**src/common/wss_pkg.sv**
```systemverilog
// Constants, register map and field layouts of the waveform steering and shutdown block.
// Assumes an 8-bit register port and a single 125 MHz clock.
//
// Summary of operation
// - Steered output carries waveform with polarity applied
// - Upper nibble holds override levels D to A
// - Steering bits act only in modes 00x
// - Synchronous steering double-buffers steering enables
// - Shutdown status set by hardware during shutdown
// - Pair code sets B and D shutdown level
// - Pair code sets A and C shutdown level
// - Code 00 gives inactive level after dead-band
// - Software may set shutdown while module disabled
// - Shutdown held until next data rising edge
// - Five enables admit the five shutdown sources
// - Rising dead-band delays N to N+1 clocks
// - Zero rising count bypasses dead-band
// - Auto-restart clears status once sources gone
// - Software clear ignored while source still active
// - Mode 001 synchronous, 000 asynchronous steering
package wss_pkg;

    // ----------------------------------------------------------------
    // Register map
    // ----------------------------------------------------------------
    localparam int ADDR_W = 3;
    localparam logic [2:0] ADDR_STEER = 3'h0;
    localparam logic [2:0] ADDR_SDCTL = 3'h1;
    localparam logic [2:0] ADDR_SRCEN = 3'h2;
    localparam logic [2:0] ADDR_RISEDB = 3'h3;
    localparam logic [2:0] ADDR_CTRL = 3'h4;
    localparam logic [2:0] ADDR_IRQSTAT = 3'h5;
    localparam logic [2:0] ADDR_IRQMASK = 3'h6;

    // ----------------------------------------------------------------
    // Reset values and writable masks
    // ----------------------------------------------------------------
    localparam logic [7:0] STEER_RESET = 8'h00;
    localparam logic [7:0] SDCTL_RESET = 8'h14;
    localparam logic [7:0] SDCTL_MASK = 8'hfc;
    localparam logic [7:0] SRCEN_MASK = 8'h1f;
    localparam logic [7:0] RISEDB_MASK = 8'h3f;
    localparam logic [1:0] IRQ_MASK = 2'h3;

    // ----------------------------------------------------------------
    // Encodings
    // ----------------------------------------------------------------
    localparam logic [2:0] MODE_ASYNC_STEER = 3'h0;
    localparam logic [2:0] MODE_SYNC_STEER = 3'h1;
    localparam logic [2:0] MODE_FB_FWD = 3'h2;
    localparam logic [2:0] MODE_FB_REV = 3'h3;
    localparam logic [2:0] MODE_HALF = 3'h4;
    localparam logic [2:0] MODE_PUSHPULL = 3'h5;
    localparam logic [1:0] SD_DRIVE_ONE = 2'h3;
    localparam logic [1:0] SD_DRIVE_ZERO = 2'h2;
    localparam logic [1:0] SD_TRISTATE = 2'h1;
    localparam logic [1:0] SD_INACTIVE = 2'h0;
    localparam int IRQ_SHUTDOWN = 0;
    localparam int IRQ_RESUME = 1;
    localparam int NUM_OUT = 4;
    localparam int NUM_SRC = 5;

    // ----------------------------------------------------------------
    // Field layouts
    // ----------------------------------------------------------------
    typedef struct packed {
        logic [3:0] overrideLevel;
        logic [3:0] steerEnable;
    } wss_steer_t;

    typedef struct packed {
        logic shutdown;
        logic restartEn;
        logic [1:0] shutdownStatePairBd;
        logic [1:0] shutdownStatePairAc;
        logic [1:0] unused;
    } wss_sdctl_t;

    typedef struct packed {
        logic enable;
        logic [2:0] mode;
        logic [3:0] invertOutput;
    } wss_ctrl_t;

endpackage : wss_pkg

```
**src/hw/wss_top.sv**
```systemverilog
// Waveform steering, auto-shutdown and rising dead-band for four bridge outputs.
// Assumes the data waveform and shutdown sources are synchronous to clock,
// and a register master that never issues read and write in one cycle.
//
// Implementation choices: the register offsets and the address-and-strobe port.
`timescale 1ns/10ps
`default_nettype none

module wss_top (
    input wire logic clock,
    input wire logic reset,
    input wire logic [wss_pkg::ADDR_W-1:0] regAddr,
    input wire logic [7:0] regWrData,
    input wire logic regWrite,
    input wire logic regRead,
    output logic [7:0] regRdData,
    output logic irq,
    input wire logic dataIn,
    input wire logic pinMappedInput,
    input wire logic comparator1Out,
    input wire logic comparator2Out,
    input wire logic logicCell2Out,
    input wire logic logicCell4Out,
    output logic [3:0] waveformOut,
    output logic [3:0] waveformOutEn
);

    // ----------------------------------------------------------------
    // Register state
    // ----------------------------------------------------------------
    wss_pkg::wss_steer_t steer_q, steer_d;
    wss_pkg::wss_sdctl_t sdctl_q, sdctl_d;
    logic [4:0] srcEn_q, srcEn_d;
    logic [5:0] riseDb_q, riseDb_d;
    wss_pkg::wss_ctrl_t ctrl_q, ctrl_d;
    logic [1:0] irqStat_q, irqStat_d;
    logic [1:0] irqMask_q, irqMask_d;
    logic [7:0] rdData_q, rdData_d;
    logic irq_q, irq_d;

    // ----------------------------------------------------------------
    // Datapath state
    // ----------------------------------------------------------------
    logic dataPrev_q, dataPrev_d;
    logic [5:0] riseCnt_q, riseCnt_d;
    logic riseWave_q, riseWave_d;
    logic [3:0] steerActive_q, steerActive_d;
    logic holdShutdown_q, holdShutdown_d;
    logic [5:0] sdCnt_q, sdCnt_d;
    logic ppPhase_q, ppPhase_d;
    logic [3:0] out_q, out_d;
    logic [3:0] oe_q, oe_d;

    logic [4:0] sources;
    logic srcActive;
    logic dataRise;
    logic wave;
    logic steerMode;
    logic [3:0] normalOut;
    logic wrSd;
    logic sdClearOk;

    assign sources = {logicCell4Out, logicCell2Out, comparator2Out, comparator1Out,
                      pinMappedInput};
    assign srcActive = |(sources & srcEn_q);
    assign dataRise = dataIn & ~dataPrev_q;
    assign wave = (riseDb_q == 6'h00) ? dataIn : riseWave_q;
    assign steerMode = (ctrl_q.mode[2:1] == 2'h0);
    assign wrSd = regWrite && (regAddr == wss_pkg::ADDR_SDCTL);
    // A clear only counts once every enabled source has gone away
    assign sdClearOk = ~srcActive;

    // ----------------------------------------------------------------
    // Register file
    // ----------------------------------------------------------------
    always_comb begin
        steer_d = steer_q;
        sdctl_d = sdctl_q;
        srcEn_d = srcEn_q;
        riseDb_d = riseDb_q;
        ctrl_d = ctrl_q;
        irqStat_d = irqStat_q;
        irqMask_d = irqMask_q;
        rdData_d = 8'h00;
        if (regWrite) begin
            case (regAddr)
                wss_pkg::ADDR_STEER: steer_d = regWrData;
                wss_pkg::ADDR_SDCTL: begin
                    sdctl_d = regWrData & wss_pkg::SDCTL_MASK;
                    // Software may set it at any time, enabled or not
                    if (!regWrData[7] && !sdClearOk) begin
                        sdctl_d.shutdown = sdctl_q.shutdown;
                    end
                    if (!regWrData[7] && !sdctl_q.shutdown) begin
                        sdctl_d.shutdown = 1'b0;
                    end
                end
                wss_pkg::ADDR_SRCEN: srcEn_d = regWrData[4:0];
                wss_pkg::ADDR_RISEDB: riseDb_d = regWrData[5:0];
                wss_pkg::ADDR_CTRL: ctrl_d = regWrData;
                wss_pkg::ADDR_IRQMASK: irqMask_d = regWrData[1:0];
                default: ;
            endcase
        end
        // Automatic restart once the sources are quiet
        if (sdctl_q.restartEn && !srcActive && !wrSd) begin
            sdctl_d.shutdown = 1'b0;
        end
        // Hardware set wins over any clear in the same cycle
        if (srcActive) begin
            sdctl_d.shutdown = 1'b1;
        end
        if (regRead) begin
            case (regAddr)
                wss_pkg::ADDR_STEER: rdData_d = steer_q;
                wss_pkg::ADDR_SDCTL: rdData_d = sdctl_q & wss_pkg::SDCTL_MASK;
                wss_pkg::ADDR_SRCEN: rdData_d = {3'h0, srcEn_q};
                wss_pkg::ADDR_RISEDB: rdData_d = {2'h0, riseDb_q};
                wss_pkg::ADDR_CTRL: rdData_d = ctrl_q;
                wss_pkg::ADDR_IRQSTAT: rdData_d = {6'h00, irqStat_q};
                wss_pkg::ADDR_IRQMASK: rdData_d = {6'h00, irqMask_q};
                default: rdData_d = 8'h00;
            endcase
            if (regAddr == wss_pkg::ADDR_IRQSTAT) begin
                irqStat_d = 2'h0;
            end
        end
        // Events set after the read clear so none is lost
        if (sdctl_d.shutdown && !sdctl_q.shutdown) begin
            irqStat_d[wss_pkg::IRQ_SHUTDOWN] = 1'b1;
        end
        if (holdShutdown_q && !holdShutdown_d) begin
            irqStat_d[wss_pkg::IRQ_RESUME] = 1'b1;
        end
        irq_d = |(irqStat_d & irqMask_d);
    end

    always_ff @(posedge clock or posedge reset) begin
        if (reset) begin
            steer_q <= wss_pkg::STEER_RESET;
            sdctl_q <= wss_pkg::SDCTL_RESET;
            srcEn_q <= 5'h00;
            riseDb_q <= 6'h00;
            ctrl_q <= 8'h00;
            irqStat_q <= 2'h0;
            irqMask_q <= 2'h0;
            rdData_q <= 8'h00;
            irq_q <= 1'b0;
        end else begin
            steer_q <= steer_d;
            sdctl_q <= sdctl_d;
            srcEn_q <= srcEn_d;
            riseDb_q <= riseDb_d;
            ctrl_q <= ctrl_d;
            irqStat_q <= irqStat_d;
            irqMask_q <= irqMask_d;
            rdData_q <= rdData_d;
            irq_q <= irq_d;
        end
    end

    // ----------------------------------------------------------------
    // Rising dead-band, steering buffer and shutdown hold
    // ----------------------------------------------------------------
    always_comb begin
        dataPrev_d = dataIn;
        riseCnt_d = riseCnt_q;
        riseWave_d = riseWave_q;
        // Falling edge drops riseWave_q one clock later; rising edge waits N clocks
        if (!dataIn) begin
            riseCnt_d = 6'h00;
            riseWave_d = 1'b0;
        end else if (!riseWave_q) begin
            if (riseCnt_q + 6'h01 >= riseDb_q) begin
                riseWave_d = 1'b1;
            end else begin
                riseCnt_d = riseCnt_q + 6'h01;
            end
        end
        steerActive_d = steerActive_q;
        if (ctrl_q.mode == wss_pkg::MODE_ASYNC_STEER) begin
            steerActive_d = steer_q.steerEnable;
        end else if (ctrl_q.mode == wss_pkg::MODE_SYNC_STEER && dataRise) begin
            steerActive_d = steer_q.steerEnable;
        end
        ppPhase_d = dataRise ? ~ppPhase_q : ppPhase_q;
        holdShutdown_d = holdShutdown_q;
        if (sdctl_q.shutdown) begin
            holdShutdown_d = 1'b1;
        end else if (dataRise && ctrl_q.enable) begin
            holdShutdown_d = 1'b0;
        end
        sdCnt_d = sdCnt_q;
        if (!holdShutdown_q) begin
            sdCnt_d = 6'h00;
        end else if (sdCnt_q < riseDb_q) begin
            sdCnt_d = sdCnt_q + 6'h01;
        end
    end

    // ----------------------------------------------------------------
    // Output selection
    // ----------------------------------------------------------------
    always_comb begin
        normalOut = 4'h0;
        case (ctrl_q.mode)
            wss_pkg::MODE_ASYNC_STEER, wss_pkg::MODE_SYNC_STEER: normalOut = 4'h0;
            wss_pkg::MODE_FB_FWD: normalOut = {wave, 2'h0, 1'b1};
            wss_pkg::MODE_FB_REV: normalOut = {1'b0, 1'b1, wave, 1'b0};
            wss_pkg::MODE_HALF: normalOut = {1'b0, 1'b0, ~dataIn, wave};
            wss_pkg::MODE_PUSHPULL: normalOut = {2'h0, wave & ppPhase_q, wave & ~ppPhase_q};
            default: normalOut = 4'h0;
        endcase
    end

    for (genvar i = 0; i < wss_pkg::NUM_OUT; i++) begin : gOut
        logic [1:0] code;
        logic level;
        assign code = (i % 2 == 1) ? sdctl_q.shutdownStatePairBd
                                   : sdctl_q.shutdownStatePairAc;
        always_comb begin
            if (steerMode) begin
                level = steerActive_q[i] ? (wave ^ ctrl_q.invertOutput[i])
                                         : steer_q.overrideLevel[i];
            end else begin
                level = normalOut[i] ^ ctrl_q.invertOutput[i];
            end
            out_d[i] = out_q[i];
            oe_d[i] = 1'b1;
            if (holdShutdown_q) begin
                case (code)
                    wss_pkg::SD_DRIVE_ONE: out_d[i] = 1'b1;
                    wss_pkg::SD_DRIVE_ZERO: out_d[i] = 1'b0;
                    wss_pkg::SD_TRISTATE: oe_d[i] = 1'b0;
                    default: begin
                        // Hold the last level until the dead-band has run out
                        if (sdCnt_q >= riseDb_q) begin
                            out_d[i] = ctrl_q.invertOutput[i];
                        end
                    end
                endcase
            end else if (!ctrl_q.enable) begin
                out_d[i] = 1'b0;
                oe_d[i] = 1'b0;
            end else begin
                out_d[i] = level;
            end
        end
    end

    always_ff @(posedge clock or posedge reset) begin
        if (reset) begin
            dataPrev_q <= 1'b0;
            riseCnt_q <= 6'h00;
            riseWave_q <= 1'b0;
            steerActive_q <= 4'h0;
            // Start-up is from the shutdown state
            holdShutdown_q <= 1'b1;
            sdCnt_q <= 6'h00;
            ppPhase_q <= 1'b0;
            out_q <= 4'h0;
            oe_q <= 4'h0;
        end else begin
            dataPrev_q <= dataPrev_d;
            riseCnt_q <= riseCnt_d;
            riseWave_q <= riseWave_d;
            steerActive_q <= steerActive_d;
            holdShutdown_q <= holdShutdown_d;
            sdCnt_q <= sdCnt_d;
            ppPhase_q <= ppPhase_d;
            out_q <= out_d;
            oe_q <= oe_d;
        end
    end

    assign regRdData = rdData_q;
    assign irq = irq_q;
    assign waveformOut = out_q;
    assign waveformOutEn = oe_q;

endmodule : wss_top

`default_nettype wire

```
**config.mk**
```make
export PLATFORM = sky130hd
export DESIGN_NAME = wss_top
export DESIGN_NICKNAME = d
export VERILOG_FILES = /design/src/common/wss_pkg.sv /design/src/hw/wss_top.sv
export SDC_FILE = /design/constraint.sdc
export NUM_CORES = 1
export LEC_CHECK = 0
export ABC_AREA = 1
export BUFFER_PORTS_ARGS = -buffer_cell sky130_fd_sc_hd__buf_2
export CORE_MARGIN = 3
export CORE_UTILIZATION = 45
export CTS_BUF_LIST = sky130_fd_sc_hd__clkbuf_4 sky130_fd_sc_hd__clkbuf_8
export CTS_CLUSTER_DIAMETER = 30
export DETAILED_ROUTE_END_ITERATION = 6
export GPL_TIMING_DRIVEN = 1
export PLACE_DENSITY = 0.73
export SLEW_MARGIN = 20
export SYNTH_ARGS = -nofsm -noshare
export SYNTH_HDL_FRONTEND = slang
export SYNTH_SLANG_ARGS = --single-unit
```
**constraint.sdc**
```tcl
create_clock -name clock -period 3 [get_ports clock]
set_clock_uncertainty 0.2 [all_clocks]
set_input_delay 0.3 -clock clock [delete_from_list [all_inputs] [get_ports clock]]
set_output_delay 0.3 -clock clock [all_outputs]
set_load 0.02 [all_outputs]
```
==> results.md, run 1 <==
- Hold Crit Class: in2reg
- Antenna violations before repair: 0
- Total iterations of the first detailed-routing run: 5
- R2r worst-path depth: 12
- TNS Setup: 0 ns
- RD Place Congestion: 0.9234
- Slew Viols, Final: 0
- Avg Cell Area, Syn: approximately 8.2 µm²
- Peak supply drop: 0.3954 mV
- Cell Pwr Density: roughly 800 mW/mm²
- Post-synthesis sequential area ratio: 47.75%
- Crit path max-delay family: adder cells
- DP Worst Slack: 0.6784 ns
- Critical path depth: 12
- End of the critical path: riseCnt_q[0]
- WP data required: 3.07 ns
- Outcome: complete, no violations
- Initial Utilization: 47.70%
- Drt drc: 0
- YS warnings: 0
- Rel. slew slack: between 40% and 50%
- H-tree levels: 3
- Wire per inst: roughly 15 µm
- Worst setup EP type: flop
- Final setup fails: 0
- GR Overflow Total: 0
- TritonCTS Buffers: 9
- Ant diodes: 0
- Rows: 32
- CP arrival: 2.38 ns
- Measured slew at the worst slew-check pin: 0.8005 ns
- Final hold vios: 0
- Final WS setup: 0.6878 ns
- Worst r2r dst: riseCnt_q[0]
- Area grow syn2layout: 13.63%
- Core Region: 0.007928 mm²
- Vias: roughly 3,300
- Post-route ant nets: 0
- Register-to-register setup slack: 0.69 ns
- Setup crit start kind: flop
- DR vias/cell: around 5.4
- CTS tree: done
- Setup crit start: riseCnt_q[0]
- Deepest clock path buffer count: 2
- Netlist cell types: 34
- IO buf count: 37
- Final period util: 77.07%
- RSZ-0062 raised after global routing: false
- Crit-path max FO: 5
- Ports: 38
- Worst setup path class: reg2reg
- Insertion delay to the later sink of the worst-skew pair: 0.35 ns
- Worst r2r src: riseCnt_q[0]
- DIE HEIGHT: 97.67 µm
- Global-route wire length before repair: 15,770 µm
- Post-detailed-routing wire length: 9452 µm
- Post-DP HPWL: about 7000 µm
- Max-Cap Viols: 0
- Synth Register Bits: 72
- Crit path cell chain: ha_1 -> nand3_1 -> xor2_1 -> inv_1 -> ha_1 -> nand2_1 -> inv_1 -> o211ai_1 -> nand4_1 -> inv_1 -> nand2_1 -> o21ai_0
- Final nets: between 500 and 600
- DR iter-0 viols: 202
- Layout cells sized above 1: 17.09%
- CTS sink count: between 70 and 80
- Post-layout min period: 2.312 ns
- Mapped Nets: between 400 and 500
- Die Outline Area: 0.009538 mm²
- Cells after synthesis: 460
- Vias in the first global route: 3,120
- Crit path largest cell delay: 0.43 ns
- Total Routing Usage GR: a little over a fifth
- Post-layout power: 0.003451 W
- P_leak: 2.201 nW
- Clock slew seen by the registers of the worst setup and hold paths: about 0.080 ns
- DIE WIDTH: 97.67 µm
- Synthesized cell area: approximately 0.0038 mm²
- Fmax: about 430 MHz
- Largest net degree at the start of global routing: 39
- CP max-delay cell: dfrtp_1
- Clock Root Buffer: clkbuf_8
- Most common cell type on the critical path: inv_1
- WP buf/inv: 3
-- per-layer routing --
layer  track usage (%)  wire [µm]  vias up
met5                 0          0        -
met4             10.97        366        0
met3             2.943        609       28
met2             34.74       4421      127
met1             26.60       4055     1535
li1                  -          -     1607
-- cell usage after synthesis, drive strengths merged --
cell type	count	share of area (%)
o21ai	54	7.2
ha	14	4.6
nor2	36	4.3
a22oi	2	0.40
o211ai	1	0.20
nand3	35	5.3
buf	7	1.1
nand4	9	1.9
clkbuf	1	0.099
a211oi	3	0.60
inv	70	6.9
o21a	2	0.43
nor3	1	0.26
o22ai	8	1.3
a31o	1	0.23
dfstp	3	2.1
o221ai	2	0.46
a21oi	24	3.4
dfrtp	69	46
a221oi	4	0.93
nand2	109	11
xor2	5	1.2
-- worst reg2reg max path: cells and delay by family, from the launching register on --
kind | cells | cell delay [ns]
XOR/XNOR | 1 | 0.20
adder cells (fa/ha/maj) | 2 | 0.50
buffers and inverters | 3 | 0.23
AO/OA/AOI/OAI | 2 | 0.26
flip-flops | 1 | 0.43
AND/OR/NAND/NOR | 4 | 0.41
-- power by group --
part	internal [W]	total [W]	switching (W)
clock	0.000396	0.000783	0.000387
sequential	0.00122	0.00144	0.000222
combinational	0.000447	0.00122	0.000777
total	0.00207	0.00345	0.00139
-- registers in the layout (all words and copies together) (netlist names), 2 cells and up --
register and flops:
ctrl_q 8, gOut.code 4, irqMask_q 2, irqStat_q 2, regRdData 8, riseCnt_q 6
riseDb_q 6, sdCnt_q 6, sdctl_q 2, srcEn_q 5, steerActive_q 4, steer_q 8
waveformOut 4, waveformOutEn 2
-- metrics by stage --
| step | hold WS [ns] | area [µm²] | utilization, % | instances |
|---|---|---|---|---|
| 2_1_floorplan | 0.1314 | 3781 | - | 460 |
| 3_3_place_gp | 0.2749 | 4068 | 51.31 | 592 |
| 3_5_place_dp | 0.2797 | 4068 | 51.31 | 592 |
| 4_1_cts | 0.01915 | 4297 | 54.20 | 611 |
| 5_1_grt | 0.04338 | 4297 | 54.20 | 611 |
| 6_report | 0.02571 | 4297 | 54.20 | 611 |
-- worst min-delay path by stage --
| stage | from | to | depth (start not counted) |
|---|---|---|---|
| final | regWrData[6] | ctrl_q[6] | 3 |
| after global routing | regWrData[6] | ctrl_q[6] | 3 |
| after CTS | regWrData[6] | ctrl_q[6] | 3 |
| after detailed placement | gOut[1].code[0] | gOut[1].code[0] | 2 |
| after global placement | gOut[1].code[0] | gOut[1].code[0] | 2 |
| after floorplan | dataIn | dataPrev_q | 0 |
-- placed cells by master, fill, tap and decap left out, types with 9 or more instances in the layout --
cell type / n
clkbuf_8: 9
ha_1: 14
dfrtp_1: 69
nor2_1: 31
o21ai_0: 23
inv_2: 9
inv_1: 61
nand2_1: 105
buf_2: 37
o21ai_1: 30
a21oi_1: 22
nand3_1: 30
-- cell families (layout without fill, tap and decap cells) --
kind of cell / count (synthesis) / in the layout / synth area share [%]
AO/OA/AOI/OAI: 101 / 101 / 15.19
adder cells (fa/ha/maj): 14 / 14 / 4.633
buffers and inverters: 78 / 127 / 8.173
XOR/XNOR: 5 / 5 / 1.158
flip-flops: 72 / 72 / 47.75
AND/OR/NAND/NOR: 190 / 190 / 23.10
-- final cells by class --
class,count,area [µm²]
clock buffers,10,131.4
fillers,765,3631
well taps,102,127.6
inverters,70,262.8
repair buffers,41,235.2
flip-flops and latches,72,1805
multi-input cells,310,1667
clock inverters,6,67.56
-- what timing repair did --
| action | in CTS | in global routing |
|---|---|---|
| gates resized for setup | 0 | 0 |
| buffers inserted | 0 | 0 |
| hold buffers | 3 | 0 |
| hold endpoints to repair | 40 | 0 |
(Power assumes the default switching activity.)
==> run 2: changes to the inputs <==
Clock period 3 ns to 2.4 ns, I/O delays scaled along.
==> results.md, run 2 (same netlist as run 1, synthesis figures left out) <==
- Wire per inst: between 15 and 20 µm
- Area grow syn2layout: 16.88%
- Worst setup EP type: flop
- GR peak layer: met2
- Vias in the first global route: 3,226
- Final setup fails: 3
- DIE WIDTH: a little under 100 µm
- Clock slew seen by the registers of the worst setup and hold paths: around 0.080 ns
- DIE HEIGHT: 97.67 µm
- Die Outline Area: 0.009538 mm²
- Global-route wire length before repair: 15,670 µm
- Final WS setup: -0.02360 ns
- Outcome: complete, but fails checks
- P_leak: 2.243 nW
- RD Place Congestion: around 0.87
- Worst setup path class: reg2reg
- Total Routing Usage GR: about a fifth
- Cell Pwr Density: roughly 1000 mW/mm²
- Worst r2r dst: riseCnt_q[0]
- Finished Core Util: 55.74%
- Post-route ant nets: 0
- End of the critical path: riseCnt_q[0]
- CP arrival: 2.47 ns
- CTS tree: done
- WP data required: approximately 2.4 ns
- Largest net degree at the start of global routing: 33
- Setup crit start: riseCnt_q[1]
- Met3 usage: approximately 3.6%
- R2r worst-path depth: 13
- Failing checks: setup timing
- Initial Utilization: 47.70%
- Worst r2r src: riseCnt_q[1]
- Post-detailed-routing wire length: 9671 µm
- Deepest clock path buffer count: 2
- Final hold vios: 0
- DR vias/cell: around 5.4
- Post-layout min period: between 2 and 2.5 ns
- WHS Path Cells: 3
- Number of fill cells: 740
- Antenna violations before repair: 0
- IO buf count: 37
- Peak supply drop: just under 0.5 mV
- Final period util: 101.0%
- Register-to-register setup slack: -0.02 ns
- Fmax: 412.6 MHz
- TritonCTS Buffers: 9
- Setup crit start kind: flop
- Measured slew at the worst slew-check pin: 0.6075 ns
- GR Overflow Total: 0
- Slew Viols, Final: 0
- Crit-path max FO: 6
- Met1 Track Usage GR: 26.69%
- Hold Crit Class: in2reg
- Final nets: 546
- Core Region: between 0.007 and 0.008 mm²
- Most common cell after layout, fill and taps aside: nand2_1
- H-tree levels: 3
- TNS Setup: -0.04729 ns
- Drt drc: 0
- Clock Root Buffer: clkbuf_8
- Post-DP HPWL: between 6000 and 7000 µm
- Commonest cells after routing, fill and taps aside: 102 x nand2_1, 69 x dfrtp_1, 59 x inv_1
- Total iterations of the first detailed-routing run: 5
- CTS sink count: 72
- Ports: 38
- Insertion delay to the later sink of the worst-skew pair: 0.35 ns
- Layout cells sized above 1: 20.00%
- DR iter-0 viols: 239
- Rows: 32
- Vias: 3,347
- Max-Cap Viols: 0
- Met2 Use GR: 34.42%
- Rel. slew slack: 59.38%
- Ant diodes: 0
[run 2: where the power goes]
part / switching, W / internal [W]
sequential: 0.000280 / 0.00153
combinational: 0.00103 / 0.000607
clock: 0.000462 / 0.000593
total: 0.00177 / 0.00273
[run 2: stage by stage]
| stage | power (W) | setup WS [ns] | std cells | instance area [µm²] | hold WS [ns] |
|---|---|---|---|---|---|
| finish | 0.004499 | -0.02360 | 617 | 4419 | 0.01060 |
| global route | 0.004838 | -0.1196 | 617 | 4419 | 0.01842 |
| CTS | 0.004422 | 0.01807 | 613 | 4338 | 0.004108 |
| floorplan | 0.002931 | 0.1400 | 460 | 3781 | 0.07143 |
| detailed placement | 0.003351 | 0.05307 | 593 | 4075 | 0.1126 |
| global placement | 0.003290 | 0.2010 | 593 | 4075 | 0.1016 |
[run 2: area by class of cell]
| class | instances | area [µm²] | area share, % |
|---|---|---|---|
| well taps | 102 | 127.6 | 2.888 |
| clock buffers | 10 | 131.4 | 2.973 |
| flip-flops and latches | 72 | 1805 | 40.85 |
| inverters | 70 | 262.8 | 5.946 |
| repair buffers | 48 | 292.8 | 6.625 |
| clock inverters | 5 | 81.33 | 1.840 |
| multi-input cells | 310 | 1718 | 38.87 |
[run 2: critical path, cell delays in order (launching register included)]
cell,delay (ns)
dfrtp_1,0.41
ha_2,0.25
nand3_2,0.10
xor2_1,0.22
inv_1,0.08
ha_1,0.28
nand2_2,0.07
inv_1,0.06
o211ai_1,0.12
nand4_1,0.19
nand2_2,0.12
inv_2,0.08
nand2_1,0.07
o21ai_1,0.07
[run 2: how the worst min path moves through the flow]
| stage | to | from | slack [ns] |
|---|---|---|---|
| 3_3_place_gp | regRdData[3] | reset | 0.10 |
| 4_1_cts | ctrl_q[5] | regWrData[5] | 0.004 |
| 6_report | gOut[1].code[1] | regWrData[5] | 0.01 |
| 2_1_floorplan | dataPrev_q | dataIn | 0.07 |
| 3_5_place_dp | regRdData[3] | reset | 0.11 |
| 5_1_grt | steer_q[5] | regWrData[5] | 0.02 |
[run 2: per-layer routing]
| metal | vias up | wire [µm] |
|---|---|---|
| li1 | 1620 | - |
| met1 | 1570 | 4039 |
| met2 | 134 | 4646 |
| met3 | 23 | 728 |
| met4 | 0 | 257 |
| met5 | - | 0 |
[run 2: timing repair]
item,4_1_cts,5_1_grt
gates resized for setup,0,13
buffers inserted,0,4
endpoints found under the setup margin,0,7
hold buffers,5,0
hold endpoints to repair,30,0
==> run 3: changes to the inputs <==
Settings changed: CORE_UTILIZATION 45 to 46, MAX_ROUTING_LAYER set to met4, PLACE_DENSITY 0.73 to 0.74.
==> results.md, run 3 (same netlist as run 1, synthesis figures left out) <==
- Outcome: complete, no violations
- Die Outline Area: 0.009344 mm²
- Finished Core Util: around 55%
- Final instance area: 0.004343 mm²
- Clock Root Buffer: clkbuf_8
- GR Overflow Total: 0
- Crit-path max FO: 5
- Final hold vios: 0
- TNS Setup: 0 ns
- RD Place Congestion: 0.9181
- Area grow syn2layout: 14.86%
- Wire per inst: around 15 µm
- Initial Utilization: between 40 and 50%
- Worst setup path class: reg2reg
- TritonCTS Buffers: 9
- Met1 Track Usage GR: 27.98%
- Final nets: about 540
- DR iter-0 viols: 263
- Number of fill cells: 746
- Worst r2r dst: riseCnt_q[0]
- Drt drc: 0
- Total iterations of the first detailed-routing run: 5
- Met3 usage: around 4.7%
- Vias in the first global route: 3,147
- Crit path largest cell delay: 0.44 ns
- Total Routing Usage GR: roughly a fifth
- Post-DP HPWL: 6795 µm
- Setup crit start kind: flop
- Worst r2r src: riseCnt_q[0]
- P_leak: between 2 and 2.5 nW
- WP data required: 2.48 ns
- Placed inst area: 0.004068 mm²
- Commonest cells after routing, fill and taps aside: 104 x nand2_1, 69 x dfrtp_1, 60 x inv_1
- Largest net degree at the start of global routing: 53
- Cell Pwr Density: 995.7 mW/mm²
- CTS sink count: 72
- DR vias/cell: roughly 5.4
- Peak supply drop: 0.5224 mV
- Most common cell type on the critical path: inv_1
- Rel. slew slack: about three fifths
- Max-Cap Viols: 0
- Antenna violations before repair: 0
- Ant diodes: 0
- End of the critical path: riseCnt_q[0]
- Most common cell after layout, fill and taps aside: nand2_1
- DIE WIDTH: 96.67 µm
- Post-route ant nets: 0
- Post-layout power: about 0.0043 W
- Worst Hold Launch: regWrData[5]
- H-tree levels: 3
- Final period util: about 94%
- GR peak layer: met2
- DP Worst Slack: 0.1214 ns
- R2r worst-path depth: 12
- Final setup fails: 0
- Layout cells sized above 1: 18.13%
- Measured slew at the worst slew-check pin: 0.6136 ns
- Met2 Use GR: 32.48%
- Insertion delay to the later sink of the worst-skew pair: 0.36 ns
- DIE HEIGHT: approximately 97 µm
- Post-layout min period: approximately 2.3 ns
- Hold Crit Class: in2reg
- CP arrival: approximately 2.3 ns
- IO buf count: 37
- Deepest clock path buffer count: 2
- Slew Viols, Final: 0
- Crit path cell chain: ha_1 -> nand3_1 -> xor2_1 -> inv_1 -> ha_1 -> nand2_1 -> inv_1 -> o211ai_1 -> nand4_1 -> inv_1 -> nand2_2 -> o21ai_1
- Setup crit start: riseCnt_q[0]
- CP max-delay cell: dfrtp_1
- Post-detailed-routing wire length: 9100 µm
- Clock slew seen by the registers of the worst setup and hold paths: 0.07 ns
- Register-to-register setup slack: around 0.14 ns
- Final WS setup: approximately 0.14 ns
- Fmax: 441.8 MHz
- Rows: 32
- CTS tree: done
- Worst setup EP type: flop
- Global-route wire length before repair: approximately 15,000 µm
- Ports: 38
- Vias: 3,316
- Core Region: 0.007848 mm²
## run 3: layout make-up
class	count	area (µm²)	share of cell area (%)
clock inverter	7	71.32	1.642
inverter	70	262.8	6.050
clock buffer	9	123.9	2.852
tap	102	127.6	2.939
sequential	72	1805	41.57
timing repair buffer	45	270.3	6.223
multi-input combinational	310	1682	38.72
## run 3: how the worst min path moves through the flow
| stage | endpoint | cells after the start |
|---|---|---|
| floorplan | dataPrev_q | 0 |
| global placement | regRdData[1] | 2 |
| detailed placement | irqStat_q[1] | 2 |
| CTS | riseDb_q[5] | 3 |
| global route | riseDb_q[1] | 3 |
| finish | riseDb_q[5] | 3 |
## run 3: critical path, delay by kind of cell (launching register included)
family	cells	cell delay, ns
compound gates	2	0.21
xor+xnor	1	0.19
fa+ha+maj	2	0.50
buf+inv	3	0.26
flops	1	0.44
simple gates	4	0.40
## run 3: timing repair
| action | in CTS | in global routing |
|---|---|---|
| setup endpoints to repair | 0 | 6 |
| resized for setup | 0 | 7 |
| hold buffers | 5 | 0 |
| hold endpoints to repair | 26 | 0 |
| setup buffers | 0 | 2 |
## run 3: metal layers
| layer | part of all wire [%] | wire (µm) | vias up |
|---|---|---|---|
| met4 | 1.9 | 171 | 0 |
| li1 | - | - | 1612 |
| met2 | 47 | 4262 | 135 |
| met1 | 45 | 4113 | 1547 |
| met3 | 6.1 | 553 | 22 |
| met5 | 0 | 0 | - |
## run 3: report_power, final
part           internal (W)  switching (W)
logic              0.000574       0.000995
clock network      0.000481       0.000472
registers           0.00153       0.000274
total               0.00258        0.00174
## run 3: metrics by stage
stage / hold slack (ns) / cells
6_report: 0.01611 / 615
5_1_grt: 0.03483 / 615
4_1_cts: 0.006840 / 613
3_5_place_dp: 0.07535 / 592
3_3_place_gp: 0.06847 / 592
2_1_floorplan: 0.07143 / 460
